File: src/logic/sir_pkg.sv
// constants, field positions and pin bundles for the scsi interrupt/reset block
// assumes a single 250 MHz clock and a synchronous active-high chip reset
package sir_pkg;

   // clock and timing
   localparam int CLK_PERIOD_NS = 4;
   localparam int EOP_MIN_NS = 40;
   localparam int EOP_MIN_CYC = (EOP_MIN_NS + CLK_PERIOD_NS - 1) / CLK_PERIOD_NS;
   localparam int BUS_SETTLE_NS = 400;
   localparam int BUS_SETTLE_CYC = (BUS_SETTLE_NS + CLK_PERIOD_NS - 1) / CLK_PERIOD_NS;

   // register addresses
   localparam logic [2:0] ADDR_CUR_DATA = 3'h0;
   localparam logic [2:0] ADDR_INIT_CMD = 3'h1;
   localparam logic [2:0] ADDR_MODE = 3'h2;
   localparam logic [2:0] ADDR_TGT_PHASE = 3'h3;
   localparam logic [2:0] ADDR_LINE_STAT = 3'h4;
   localparam logic [2:0] ADDR_SEL_MASK = 3'h4;
   localparam logic [2:0] ADDR_BUS_STAT = 3'h5;
   localparam logic [2:0] ADDR_IN_DATA = 3'h6;
   localparam logic [2:0] ADDR_IRQ_CLEAR = 3'h7;

   // mode_control_reg fields
   localparam int MODE_DMA_BIT = 1;
   localparam int MODE_BSY_MON_BIT = 2;
   localparam int MODE_EOP_IRQ_BIT = 3;
   localparam int MODE_PAR_IRQ_BIT = 4;
   localparam int MODE_PAR_CHK_BIT = 5;
   localparam int MODE_TARGET_BIT = 6;
   localparam int MODE_BLOCK_BIT = 7;

   // initiator_command_reg fields
   localparam int ICR_DATA_DRV_BIT = 0;
   localparam int ICR_ASSERT_RST_BIT = 7;

   // target_phase_control fields
   localparam int TCR_IO_BIT = 0;
   localparam int TCR_CD_BIT = 1;
   localparam int TCR_MSG_BIT = 2;

   // reset values and bits kept across a bus reset
   localparam logic [7:0] MODE_RST = 8'h00;
   localparam logic [7:0] ICR_RST = 8'h00;
   localparam logic [3:0] TCR_RST = 4'h0;
   localparam logic [7:0] SER_RST = 8'h00;
   localparam logic [7:0] DATA_RST = 8'h00;
   localparam logic [7:0] MODE_KEEP_MASK = 8'h40;

   // scsi control lines, in scsi_line_status bit order (7 down to 0)
   typedef struct packed {
      logic rst;
      logic bsy;
      logic req;
      logic msg;
      logic cd;
      logic io;
      logic sel;
      logic data_bus_parity_line;
   } sir_lines_s;

   // dma strobes from the dma controller
   typedef struct packed {
      logic eop;
      logic dma_grant;
      logic io_read_strobe;
      logic io_write_strobe;
   } sir_dma_s;

   // everything that arrives asynchronously from pins
   typedef struct packed {
      sir_lines_s lines;
      logic atn;
      logic ack;
      logic [7:0] data;
      sir_dma_s dma;
   } sir_pins_s;

endpackage : sir_pkg

File: src/logic/sir_core.sv
// interrupt generation and reset handling for a scsi bus controller
// assumes host strobes are on sys_clk_i; scsi and dma pins arrive async
module sir_core
   import sir_pkg::*;
#(
   parameter int EOP_CYC = EOP_MIN_CYC,
   parameter int BSY_CYC = BUS_SETTLE_CYC
) (
   // clock and reset
   input wire logic sys_clk_i,
   input wire logic sys_rst_i,
   // host register port
   input wire logic host_cs_i,
   input wire logic host_rd_i,
   input wire logic host_wr_i,
   input wire logic [2:0] host_addr_i,
   input wire logic [7:0] host_data_i,
   output logic [7:0] host_data_o,
   output logic host_data_oe_o,
   // scsi bus
   input wire sir_lines_s scsi_lines_i,
   input wire logic scsi_atn_i,
   input wire logic scsi_ack_i,
   input wire logic [7:0] scsi_data_i,
   output logic [7:0] scsi_data_o,
   output logic scsi_dbp_o,
   output logic scsi_data_oe_o,
   output logic scsi_rst_o,
   output logic scsi_rst_oe_o,
   // dma controller
   input wire sir_dma_s dma_pins_i,
   output logic dma_ready_o,
   // interrupt
   output logic irq_o,
   output logic resel_o
);

   localparam int EW = $clog2(EOP_CYC + 1);
   localparam int BW = $clog2(BSY_CYC + 1);
   localparam logic [EW-1:0] EOP_LAST = EW'(EOP_CYC - 1);
   localparam logic [EW-1:0] EOP_SAT = EW'(EOP_CYC);
   localparam logic [BW-1:0] BSY_LAST = BW'(BSY_CYC - 1);
   localparam logic [BW-1:0] BSY_SAT = BW'(BSY_CYC);

   if (EOP_CYC < 1 || BSY_CYC < 1) begin : g_chk
      $error("sir_core: EOP_CYC and BSY_CYC must be at least 1");
   end

   // synchronised pins
   sir_pins_s pins;
   sir_lines_s ln;

   sir_sync3 #(
      .W($bits(sir_pins_s))
   ) u_sync (
      .sys_clk_i(sys_clk_i),
      .sys_rst_i(sys_rst_i),
      .async_i({scsi_lines_i, scsi_atn_i, scsi_ack_i, scsi_data_i, dma_pins_i}),
      .sync_o(pins)
   );

   assign ln = pins.lines;

   // registers
   logic [7:0] mode;
   logic [7:0] initiator_command_reg;
   logic [3:0] target_phase_control;
   logic [7:0] select_enable_mask;
   logic [7:0] out_data;
   logic [7:0] in_data;

   // status flags
   logic parity_err;
   logic busy_err;
   logic dma_done;
   logic irq;
   logic phase_halt;
   logic block_stall;
   logic resel;

   // edge history and width counters
   logic rd_q;
   logic wr_q;
   logic req_q;
   logic ack_q;
   logic sel_q;
   logic [EW-1:0] eop_cnt;
   logic [BW-1:0] bsy_cnt;

   // decoded events
   logic rd_p;
   logic wr_p;
   logic bus_rst;
   logic dma_on;
   logic phase_ok;
   logic req_rise;
   logic ack_rise;
   logic id_match;
   logic sel_cond;
   logic sel_evt;
   logic recv_evt;
   logic recv_dir;
   logic mismatch_evt;
   logic par_chk;
   logic par_set;
   logic eop_all;
   logic eop_hit;
   logic bsy_watch;
   logic busy_hit;
   logic clr7;
   logic irq_set;
   logic [7:0] bus_stat;
   logic [7:0] next_rd_data;

   // side effects fire once per strobe, however long the host holds it
   assign rd_p = host_cs_i & host_rd_i & ~rd_q;
   assign wr_p = host_cs_i & host_wr_i & ~wr_q;
   assign clr7 = rd_p & (host_addr_i == ADDR_IRQ_CLEAR);

   // own assert-reset comes back as a bus reset, so both act alike
   assign bus_rst = ln.rst | initiator_command_reg[ICR_ASSERT_RST_BIT];

   assign dma_on = mode[MODE_DMA_BIT];
   assign phase_ok = (target_phase_control[TCR_MSG_BIT] == ln.msg) && (target_phase_control[TCR_CD_BIT] == ln.cd)
      && (target_phase_control[TCR_IO_BIT] == ln.io);
   assign req_rise = ln.req & ~req_q;
   assign ack_rise = pins.ack & ~ack_q;
   assign mismatch_evt = dma_on & req_rise & ~phase_ok;

   // a zero mask can never match, which disables (re)selection
   assign id_match = |(select_enable_mask & pins.data);
   assign sel_cond = ln.sel & ~ln.bsy & id_match;
   assign sel_evt = sel_cond & ~sel_q;

   // receive byte strobe: target latches on ack, initiator on req
   assign recv_dir = mode[MODE_TARGET_BIT] ? ~target_phase_control[TCR_IO_BIT] : ln.io;
   assign recv_evt = dma_on & recv_dir & (mode[MODE_TARGET_BIT] ? ack_rise : req_rise);

   // odd parity over data and parity line
   assign par_chk = mode[MODE_PAR_CHK_BIT]
      & ((rd_p & (host_addr_i == ADDR_CUR_DATA)) | sel_evt | recv_evt);
   assign par_set = par_chk & ~(^{pins.data, ln.data_bus_parity_line});

   assign eop_all = pins.dma.eop & pins.dma.dma_grant & (pins.dma.io_read_strobe | pins.dma.io_write_strobe);
   assign eop_hit = dma_on & eop_all & (eop_cnt == EOP_LAST);

   assign bsy_watch = mode[MODE_BSY_MON_BIT] & ~ln.bsy;
   assign busy_hit = bsy_watch & (bsy_cnt == BSY_LAST);

   assign irq_set = (par_set & mode[MODE_PAR_IRQ_BIT])
      | (eop_hit & mode[MODE_EOP_IRQ_BIT])
      | mismatch_evt
      | busy_hit
      | sel_evt
      | bus_rst;

   // strobe and line history
   always_ff @(posedge sys_clk_i) begin
      if (sys_rst_i) begin
         rd_q <= 1'b0;
         wr_q <= 1'b0;
         req_q <= 1'b0;
         ack_q <= 1'b0;
         sel_q <= 1'b0;
      end else begin
         rd_q <= host_cs_i & host_rd_i;
         wr_q <= host_cs_i & host_wr_i;
         req_q <= ln.req;
         ack_q <= pins.ack;
         sel_q <= sel_cond;
      end
   end

   // minimum-width counters, saturating so each fires once per episode
   always_ff @(posedge sys_clk_i) begin
      if (sys_rst_i || bus_rst) begin
         eop_cnt <= '0;
         bsy_cnt <= '0;
      end else begin
         if (!eop_all) begin
            eop_cnt <= '0;
         end else if (eop_cnt != EOP_SAT) begin
            eop_cnt <= eop_cnt + EW'(1);
         end
         if (!bsy_watch) begin
            bsy_cnt <= '0;
         end else if (bsy_cnt != BSY_SAT) begin
            bsy_cnt <= bsy_cnt + BW'(1);
         end
      end
   end

   // mode register; target bit survives a bus reset
   always_ff @(posedge sys_clk_i) begin
      if (sys_rst_i) begin
         mode <= MODE_RST;
      end else if (bus_rst) begin
         mode <= mode & MODE_KEEP_MASK;
      end else if (wr_p && host_addr_i == ADDR_MODE) begin
         mode <= host_data_i;
      end
   end

   // initiator command; assert-reset stays writable so it can be released
   always_ff @(posedge sys_clk_i) begin
      if (sys_rst_i) begin
         initiator_command_reg <= ICR_RST;
      end else if (bus_rst) begin
         initiator_command_reg <= {(wr_p && host_addr_i == ADDR_INIT_CMD) ? host_data_i[7]
                 : initiator_command_reg[ICR_ASSERT_RST_BIT], 7'h00};
      end else if (wr_p && host_addr_i == ADDR_INIT_CMD) begin
         initiator_command_reg <= host_data_i;
      end
   end

   // phase, select mask and data registers
   always_ff @(posedge sys_clk_i) begin
      if (sys_rst_i || bus_rst) begin
         target_phase_control <= TCR_RST;
         select_enable_mask <= SER_RST;
         out_data <= DATA_RST;
         in_data <= DATA_RST;
      end else begin
         if (wr_p && host_addr_i == ADDR_TGT_PHASE) begin
            target_phase_control <= host_data_i[3:0];
         end
         if (wr_p && host_addr_i == ADDR_SEL_MASK) begin
            select_enable_mask <= host_data_i;
         end
         if (wr_p && host_addr_i == ADDR_CUR_DATA) begin
            out_data <= host_data_i;
         end
         if (recv_evt) begin
            in_data <= pins.data;
         end
      end
   end

   // sticky status; a set in the clearing cycle wins
   always_ff @(posedge sys_clk_i) begin
      if (sys_rst_i) begin
         parity_err <= 1'b0;
         busy_err <= 1'b0;
         dma_done <= 1'b0;
         irq <= 1'b0;
         resel <= 1'b0;
      end else if (bus_rst) begin
         parity_err <= 1'b0;
         busy_err <= 1'b0;
         dma_done <= 1'b0;
         irq <= 1'b1;
         resel <= 1'b0;
      end else begin
         parity_err <= par_set | (parity_err & ~clr7);
         busy_err <= busy_hit | (busy_err & ~clr7);
         dma_done <= eop_hit | (dma_done & dma_on);
         irq <= irq_set | (irq & ~clr7);
         if (sel_evt) begin
            resel <= ln.io;
         end else if (clr7) begin
            resel <= 1'b0;
         end
      end
   end

   // dma halt latches, released when software drops the dma mode bit
   always_ff @(posedge sys_clk_i) begin
      if (sys_rst_i || bus_rst) begin
         phase_halt <= 1'b0;
         block_stall <= 1'b0;
      end else begin
         phase_halt <= mismatch_evt | (phase_halt & dma_on);
         block_stall <= mismatch_evt | (eop_hit & recv_dir)
            | (block_stall & dma_on);
      end
   end

   // host read path
   assign bus_stat = {dma_done, 1'b0, parity_err, irq, phase_ok, busy_err,
                      pins.atn, pins.ack};

   always_comb begin
      case (host_addr_i)
         ADDR_CUR_DATA: next_rd_data = pins.data;
         ADDR_INIT_CMD: next_rd_data = initiator_command_reg;
         ADDR_MODE: next_rd_data = mode;
         ADDR_TGT_PHASE: next_rd_data = {4'h0, target_phase_control};
         ADDR_LINE_STAT: next_rd_data = ln;
         ADDR_BUS_STAT: next_rd_data = bus_stat;
         ADDR_IN_DATA: next_rd_data = in_data;
         default: next_rd_data = 8'h00;
      endcase
   end

   always_ff @(posedge sys_clk_i) begin
      if (sys_rst_i) begin
         host_data_o <= 8'h00;
      end else if (host_cs_i && host_rd_i) begin
         host_data_o <= next_rd_data;
      end
   end

   assign host_data_oe_o = host_cs_i & host_rd_i;

   // pin drive; chip reset clears the command bit, so it never drives bus reset
   assign scsi_data_o = out_data;
   assign scsi_dbp_o = ~(^out_data);
   assign scsi_data_oe_o = initiator_command_reg[ICR_DATA_DRV_BIT] & ~phase_halt;
   assign scsi_rst_o = initiator_command_reg[ICR_ASSERT_RST_BIT];
   assign scsi_rst_oe_o = initiator_command_reg[ICR_ASSERT_RST_BIT];
   // in block mode an error leaves ready low; outside glue must recover
   assign dma_ready_o = mode[MODE_BLOCK_BIT] & dma_on & pins.dma.dma_grant & ~block_stall;
   assign irq_o = irq;
   assign resel_o = resel;
endmodule : sir_core

File: src/logic/sir_sync3.sv
// three-stage pin synchroniser with agreement filter
// assumes inputs are asynchronous to sys_clk_i; output lags a change by 4 edges
module sir_sync3 #(
   parameter int W = 8
) (
   // clock and reset
   input wire logic sys_clk_i,
   input wire logic sys_rst_i,
   // pins in, filtered levels out
   input wire logic [W-1:0] async_i,
   output logic [W-1:0] sync_o
);

   if (W < 1) begin : g_chk
      $error("sir_sync3: W must be at least 1");
   end

   for (genvar i = 0; i < W; i++) begin : g_bit
      logic s1;
      logic s2;
      logic s3;

      // s1 feeds s2 only; the filter looks at s2 and s3
      always_ff @(posedge sys_clk_i) begin
         if (sys_rst_i) begin
            s1 <= 1'b0;
            s2 <= 1'b0;
            s3 <= 1'b0;
            sync_o[i] <= 1'b0;
         end else begin
            s1 <= async_i[i];
            s2 <= s1;
            s3 <= s2;
            if (s2 == s3) begin
               sync_o[i] <= s3;
            end
         end
      end
   end

endmodule : sir_sync3

File: config.mk
export PLATFORM = sky130hd
export DESIGN_NAME = sir_core
export DESIGN_NICKNAME = d
export VERILOG_FILES = /design/src/logic/sir_pkg.sv /design/src/logic/sir_core.sv /design/src/logic/sir_sync3.sv
export SDC_FILE = /design/constraint.sdc
export NUM_CORES = 1
export LEC_CHECK = 0
export BUFFER_PORTS_ARGS = -buffer_cell sky130_fd_sc_hd__buf_4
export CAP_MARGIN = 20
export CORE_ASPECT_RATIO = 0.9
export CORE_MARGIN = 2
export CORE_UTILIZATION = 62
export CTS_BUF_LIST = sky130_fd_sc_hd__clkbuf_16
export CTS_CLUSTER_SIZE = 10
export DETAILED_ROUTE_END_ITERATION = 16
export GPL_TIMING_DRIVEN = 0
export PLACE_DENSITY = 0.87
export SYNTH_ARGS = -nofsm -noshare
export SYNTH_HDL_FRONTEND = slang
export SYNTH_SLANG_ARGS = --single-unit
File: constraint.sdc
create_clock -name sys_clk_i -period 2.8 [get_ports sys_clk_i]
set_input_delay 0.14 -clock sys_clk_i [delete_from_list [all_inputs] [get_ports sys_clk_i]]
set_output_delay 0.14 -clock sys_clk_i [all_outputs]
set_load 0.005 [all_outputs]
==> results of run 1 <==
-- stage by stage --
| stage | util | total power, mW | cell area (sq um) | hold slack (ns) | instances |
|---|---|---|---|---|---|
| after global placement | 0.699 | 2.66 | 6750 | 0.348 | 814 |
| after floorplan | - | 2.56 | 6150 | 0.268 | 629 |
| after global routing | 0.787 | 4.99 | 7600 | 0.0184 | 874 |
| after CTS | 0.787 | 4.85 | 7600 | 0.0110 | 874 |
| after detailed placement | 0.699 | 2.67 | 6750 | 0.358 | 814 |
| final | 0.787 | 4.85 | 7600 | 0.0255 | 874 |
-- per-layer routing --
metal	track usage	part of all wire
met5	0	0
met4	0.102	0.021
met3	0.0800	0.075
met2	0.498	0.48
met1	0.390	0.42
-- cell usage after synthesis, drive strengths merged, types with 2 or more instances --
cell type | instances | share of area
inv | 8 | 0.0049
mux4 | 3 | 0.011
nand3b | 2 | 0.0024
and3 | 4 | 0.0041
ha | 5 | 0.010
o21ai | 26 | 0.021
or3 | 2 | 0.0020
nand3 | 26 | 0.023
xnor2 | 16 | 0.023
nor3b | 2 | 0.0033
mux2i | 38 | 0.062
or2 | 3 | 0.0031
clkbuf | 19 | 0.012
dfxtp | 163 | 0.53
o211ai | 5 | 0.0061
nor2b | 77 | 0.078
nand4b | 4 | 0.0057
a22oi | 9 | 0.011
a21oi | 49 | 0.040
buf | 14 | 0.012
nand2 | 58 | 0.036
o221ai | 2 | 0.0057
nor4b | 2 | 0.0039
nor2 | 52 | 0.032
mux2 | 8 | 0.015
xor2 | 8 | 0.011
o2bb2ai | 2 | 0.0028
nor3 | 7 | 0.0057
-- report_power, final --
part	total [mW]	internal (mW)	switching [mW]	leakage, nW
clock network	2.19	1.23	0.958	0.273
logic	0.266	0.127	0.139	1.50
registers	2.39	2.37	0.0247	1.33
total	4.85	3.72	1.12	3.10
-- cell usage in the layout, fill, tap and decap left out, drive strengths merged, types with 2 or more instances in the layout --
master       Yosys  layout
nor2            52      52
dlygate4sd3      0      29
ha               5       5
and3             4       4
xor2             8       8
nand3           26      26
a21oi           49      49
inv              8      12
mux2             8       8
dfxtp          163     163
o221ai           2       2
o2bb2ai          2       2
o211ai           5       5
a22oi            9       9
nor3             7       7
mux4             3       3
nor3b            2       2
o21ai           26      26
clkinv           0       7
clkinvlp         0       2
nor4b            2       2
nand3b           2       2
or3              2       2
clkbuf          19      36
nand4b           4       4
xnor2           16      16
mux2i           38      38
buf             14      73
nand2           58      58
nor2b           77      77
or2              3       3
-- cell families (layout without fill, tap and decap cells) --
kind of cell / after synthesis / in the layout / synth area share
adder cells (fa/ha/maj): 5 / 5 / 0.0102
multiplexers: 49 / 49 / 0.0875
buffers and inverters: 41 / 160 / 0.0287
flip-flops: 163 / 163 / 0.531
AND/OR/NAND/NOR: 245 / 245 / 0.208
AO/OA/AOI/OAI: 101 / 101 / 0.0974
XOR/XNOR: 25 / 25 / 0.0378
-- final cells by class --
type	instances	area, sq um	share of cell area
Sequential cell	163	3260	0.429
Inverter	8	30.0	0.00395
Clock buffer	17	425	0.0560
Clock inverter	14	131	0.0173
Tap cell	126	158	0.0207
Multi-Input combinational cell	425	2710	0.357
Buffer	33	146	0.0193
Timing Repair Buffer	88	733	0.0965
-- worst max-delay path, stage by stage (launching register included) --
cell and delay, ns:
dfxtp_1 0.54, or3_1 0.17, clkbuf_1 0.24, buf_2 0.31, buf_1 0.48, nor2_1 0.12
-- worst paths after layout --
check | from | to | slack, ns | depth (start not counted)
hold reg to reg | u_sync.g_bit[13].s1$_SDFF_PP0_ | u_sync.g_bit[13].s2$_SDFF_PP0_ | 0.43 | 1
setup / recovery | initiator_command_reg[7]$_SDFFE_PP0P_ | target_phase_control[3]$_SDFFE_PP0P_ | 0.79 | 5
hold / removal | host_data_i[4] | mode[4]$_SDFFE_PP0P_ | 0.03 | 3
setup reg to reg | initiator_command_reg[7]$_SDFFE_PP0P_ | target_phase_control[3]$_SDFFE_PP0P_ | 0.79 | 5
==> qor.csv, run 1 <==
stage;metric;value;unit
run_status;status;finished clean;
cts;H-tree depth;4;
hold_path;Hold Crit Class;in -> reg;
timing;unrepaired setup endpoints after global routing;no;
critical_path;Crit Path Category;reg -> reg;
cts;post-cts resize count;0;
cts;clock-pin slew reported for the worst setup and hold paths after clock tree synthesis;0.06;ns
logic_synthesis;Synth Register Bits;163;
final_layout;number of filler cells placed in the layout;616;
cts;CTS tree;built;
floorplan;core area;9660;sq um
detailed_routing;Post-DRT Antenna Nets;0;
critical_path;Max Fanout on Critical Path;10;
detailed_routing;routed via count;4889;
detailed_routing;via/cell ratio;5.59;
timing;clk_skew;0.00822;ns
timing;Slew Limit Fails;0;
global_route;GR Overflow Total;0;
floorplan;Rows;34;
detailed_routing;Routed wire per std cell;17.7;um
cts;CTS buffer count;17;
critical_path;CP startpoint kind;register;
cts;clk sinks;163;
critical_path;CP endpoint kind;register;
logic_synthesis;Syn Nets;672;
global_route;first-pass GRT wire length;24600;um
global_route;initial antenna violation count;0;
floorplan;Die X-Extent;109;um
logic_synthesis;Distinct cells, synth;53;
logic_synthesis;dominant synthesized flop cell;dfxtp_1;
final_layout;NumNets Final;779;
logic_synthesis;FFs w/ async S/R, synth;0;
power_and_ir_drop;Worst IR Drop VDD;0.635;mV
power_and_ir_drop;PD cells;638;nW/um^2
logic_synthesis;Post-Syn Instances;629;
floorplan;IO Count;62;
logic_synthesis;Synth Area per Inst;9.78;sq um
logic_synthesis;Post-synth EDFFs;0;
floorplan;initial core utilization;0.637;
detailed_routing;Starting DRT DRC Count;396;
timing;Max-slew headroom;0.561;
timing;min Tclk post-route;2.01;ns
critical_path;CP Data Required Time;3.08;ns
timing;Max Freq;498;MHz
final_layout;area grow syn2layout;23.5;%
timing;actual slew at the worst max-slew pin;0.659;ns
flow_run;max_cap viols;0;
timing;Final Cycle Share;0.717;
global_route;vias in the first global route;4944;
logic_synthesis;Syn Std Cell Area;6150;sq um
logic_synthesis;Ys Warns;0;
detailed_routing;First-pass DRT Iterations;5;
detailed_routing;DRC Markers;0;
placement;pre-CTS setup slack;0.872;ns
cts;postcts setup bufs;0;
cts;CTS Hold Buffers Added;29;
cts;root buffer cell;clkbuf_16;
critical_path;Crit path arrival time;2.29;ns
cts;Clock Latency Late Sink;0.42;ns
global_route;largest net degree at the start of global routing;17;
floorplan;Die H;98.5;um
timing;worst setup margin;0.792;ns
timing;setup violators final;0;
placement;routability cong.;0.964;
placement;DP Wirelength;10600;um
power_and_ir_drop;Leakage;3.10;nW
floorplan;die area;10700;sq um
timing;Setup TNS;0;ns
cts;Clock Path Buffers;2;
final_layout;# diodes;0;
logic_synthesis;post-synthesis sequential area ratio;0.531;
timing;final hold vios;0;
placement;Port Buffers;59;
global_route;gr usage total;0.304;
final_layout;share of layout cells above drive strength 1;0.151;
detailed_routing;Total Routed Length;15500;um
Note: power is estimated with default switching activity, not from simulation.
==> inputs of run 2 (changes only) <==
--- a/config.mk
+++ b/config.mk
@@ -9,12 +9,12 @@
 export CAP_MARGIN = 20
 export CORE_ASPECT_RATIO = 0.9
 export CORE_MARGIN = 2
-export CORE_UTILIZATION = 62
+export CORE_UTILIZATION = 52
 export CTS_BUF_LIST = sky130_fd_sc_hd__clkbuf_16
 export CTS_CLUSTER_SIZE = 10
 export DETAILED_ROUTE_END_ITERATION = 16
 export GPL_TIMING_DRIVEN = 0
-export PLACE_DENSITY = 0.87
+export PLACE_DENSITY = 0.78
 export SYNTH_ARGS = -nofsm -noshare
 export SYNTH_HDL_FRONTEND = slang
 export SYNTH_SLANG_ARGS = --single-unit
==> constraint.sdc (replaced) <==
create_clock -name sys_clk_i -period 1.75 [get_ports sys_clk_i]
set_input_delay 0.0875 -clock sys_clk_i [delete_from_list [all_inputs] [get_ports sys_clk_i]]
set_output_delay 0.0875 -clock sys_clk_i [all_outputs]
set_load 0.005 [all_outputs]
==> run 2 against run 1 <==
Net effect: worst setup slack worse by 0.72 ns; register-to-register slack worse by 0.72 ns; maximum frequency up 20%; critical path type unchanged; critical endpoint is now parity_err$_SDFF_PP0_.
==> qor.csv, run 2 (synthesis gave the netlist of run 1 again) <==
stage;metric;value;unit;change
timing;unrepaired setup endpoints after global routing;no;;
global_route;vias in the first global route;4912;;-0.65%
floorplan;initial core utilization;0.536;;-0.101
critical_path;Max Fanout on Critical Path;6;;-4
global_route;largest net degree at the start of global routing;18;;+1
power_and_ir_drop;clock network power share;0.473;;+0.022
global_route;gr usage total;0.248;;-0.0559
placement;Port Buffers;59;;unchanged
timing;Max Freq;596;MHz;+20%
detailed_routing;routed via count;4941;;+1.1%
timing;worst setup margin;0.0714;ns;-0.721 ns
placement;routability cong.;0.926;;-4.0%
timing;Slew Limit Fails;0;;unchanged
detailed_routing;via/cell ratio;5.42;;-3.0%
timing;Final Cycle Share;0.959;;+0.242
floorplan;IO Count;62;;unchanged
cts;Clock Latency Late Sink;0.43;ns;about the same
cts;CTS buffer count;17;;unchanged
final_layout;# diodes;0;;unchanged
cts;clk sinks;163;;unchanged
detailed_routing;DRC Markers;0;;unchanged
global_route;GR Overflow Total;0;;unchanged
final_layout;share of layout cells above drive strength 1;0.171;;+0.0198
power_and_ir_drop;switching pwr;1.92;mW;+71%
cts;clock-pin slew reported for the worst setup and hold paths after clock tree synthesis;0.07;ns;about the same
timing;actual slew at the worst max-slew pin;0.645;ns;-0.0140 ns
cts;Clock Path Buffers;2;;unchanged
floorplan;Die X-Extent;119;um;+8.9%
detailed_routing;Starting DRT DRC Count;334;;-16%
timing;final hold vios;0;;unchanged
detailed_routing;First-pass DRT Iterations;5;;unchanged
final_layout;Post-Route Utilization;0.678;;-0.109
timing;Max-slew headroom;0.570;;+0.00934
placement;pre-CTS setup slack;-0.150;ns;-1.02 ns
power_and_ir_drop;switching share of total power;0.237;;+0.00608
timing;Setup TNS;0;ns;unchanged
placement;DP Area;6790;sq um;+0.56%
final_layout;area grow syn2layout;26.6;%;
cts;H-tree depth;4;;unchanged
detailed_routing;Routed wire per std cell;16.7;um;-5.9%
power_and_ir_drop;PD cells;1040;nW/um^2;+63%
cts;CTS tree;built;;
global_route;initial antenna violation count;0;;unchanged
floorplan;die area;12700;sq um;+18%
timing;setup violators final;0;;unchanged
floorplan;core area;11500;sq um;+19%
timing;min Tclk post-route;1.68;ns;-0.329 ns
power_and_ir_drop;combinational power share;0.053;;-0.002
cts;root buffer cell;clkbuf_16;;
detailed_routing;Post-DRT Antenna Nets;0;;unchanged
critical_path;Crit Path Category;reg -> reg;;
final_layout;commonest non-fill, non-tap cells in the layout;dfxtp_1 (157), nor2b_1 (75), buf_4 (66);;
detailed_routing;Total Routed Length;15200;um;-1.9%
run_status;status;finished clean;;
global_route;first-pass GRT wire length;24400;um;-0.56%
power_and_ir_drop;Pint;6.17;mW;+66%
final_layout;NumNets Final;785;;+0.77%
power_and_ir_drop;Worst IR Drop VDD;0.926;mV;+46%
power_and_ir_drop;Sequential Power Share;0.473;;-0.021
flow_run;max_cap viols;0;;unchanged
final_layout;Final Instance Area;7790;sq um;+2.5%
final_layout;leading cell type in the layout, fill and taps excluded;dfxtp_1;;
floorplan;Rows;37;;+8.8%
critical_path;Crit path arrival time;2.03;ns;-0.26 ns
floorplan;Die H;107;um;+8.8%
critical_path;CP Data Required Time;2.10;ns;-0.98 ns
critical_path;CP endpoint kind;register;;
critical_path;CP startpoint kind;register;;
hold_path;Hold Crit Class;in -> reg;;
placement;DP Wirelength;10400;um;-1.8%
timing;clk_skew;0.00870;ns;+0.000483 ns
power_and_ir_drop;Leakage;3.16;nW;+1.9%
## run 2: cell types whose count changed in the layout (fill, tap and decap cells not counted), sizes merged
| cell | before | now |
|---|---|---|
| buf | 73 | 76 |
| bufinv | 1 | 2 |
| clkinv | 7 | 4 |
| clkinvlp | 2 | 1 |
| dlygate4sd3 | 29 | 32 |
| inv | 12 | 16 |
## run 2: layout make-up
| cell class | count | area, sq um |
|---|---|---|
| multi-input cells | 425 | 2730 |
| well taps | 156 | 195 |
| plain buffers | 32 | 148 |
| flip-flops and latches | 163 | 3270 |
| clock inverters | 15 | 190 |
| clock buffers | 17 | 425 |
| fillers | 899 | 3690 |
| repair buffers | 95 | 793 |
| inverters | 8 | 30.0 |
## run 2: metrics by stage
step	power (mW)	hold WS (ns)	std cells
2_1_floorplan	4.10	0.216	629
3_3_place_gp	4.26	0.298	844
3_5_place_dp	4.28	0.305	844
4_1_cts	8.12	0.105	907
5_1_grt	8.31	0.137	911
6_report	8.09	0.124	911
## run 2: per-layer routing
layer	wire length (um)	GRT usage
met1	6310	0.304
met2	7370	0.409
met3	1070	0.0660
met4	441	0.114
met5	0	0
## run 2: final timing paths
path | from | to | slack, ns | cells past startpoint
setup / recovery | u_sync.sync_o[4]$_SDFFE_PP0N_ | parity_err$_SDFF_PP0_ | 0.07 | 5
hold / removal | sys_rst_i | parity_err$_SDFF_PP0_ | 0.12 | 4
setup reg to reg | u_sync.sync_o[4]$_SDFFE_PP0N_ | parity_err$_SDFF_PP0_ | 0.07 | 5
hold reg to reg | u_sync.g_bit[7].s1$_SDFF_PP0_ | u_sync.g_bit[7].s2$_SDFF_PP0_ | 0.43 | 1
## run 2: worst max-delay path, stage by stage, from the launching register on
cell and delay [ns]:
dfxtp_4 0.42, xor2_1 0.16, xnor3_1 0.45, xnor2_1 0.23, nand2_1 0.12, o31ai_2 0.22
## run 2: power groups by stage
stage	clock network, mW	registers, mW	logic [mW]
after floorplan	0	3.90	0.205
after global placement	0	3.91	0.357
after detailed placement	0	3.91	0.367
after CTS	3.87	3.83	0.424
after global routing	4.01	3.84	0.467
final	3.83	3.83	0.431
## run 2: what timing repair did
item | in CTS | in global routing
setup endpoints to repair | 22 | 33
hold endpoints to repair | 59 | 0
pin swaps | 0 | 1
setup buffers | 0 | 4
hold buffers | 32 | 0
gates resized for setup | 4 | 10
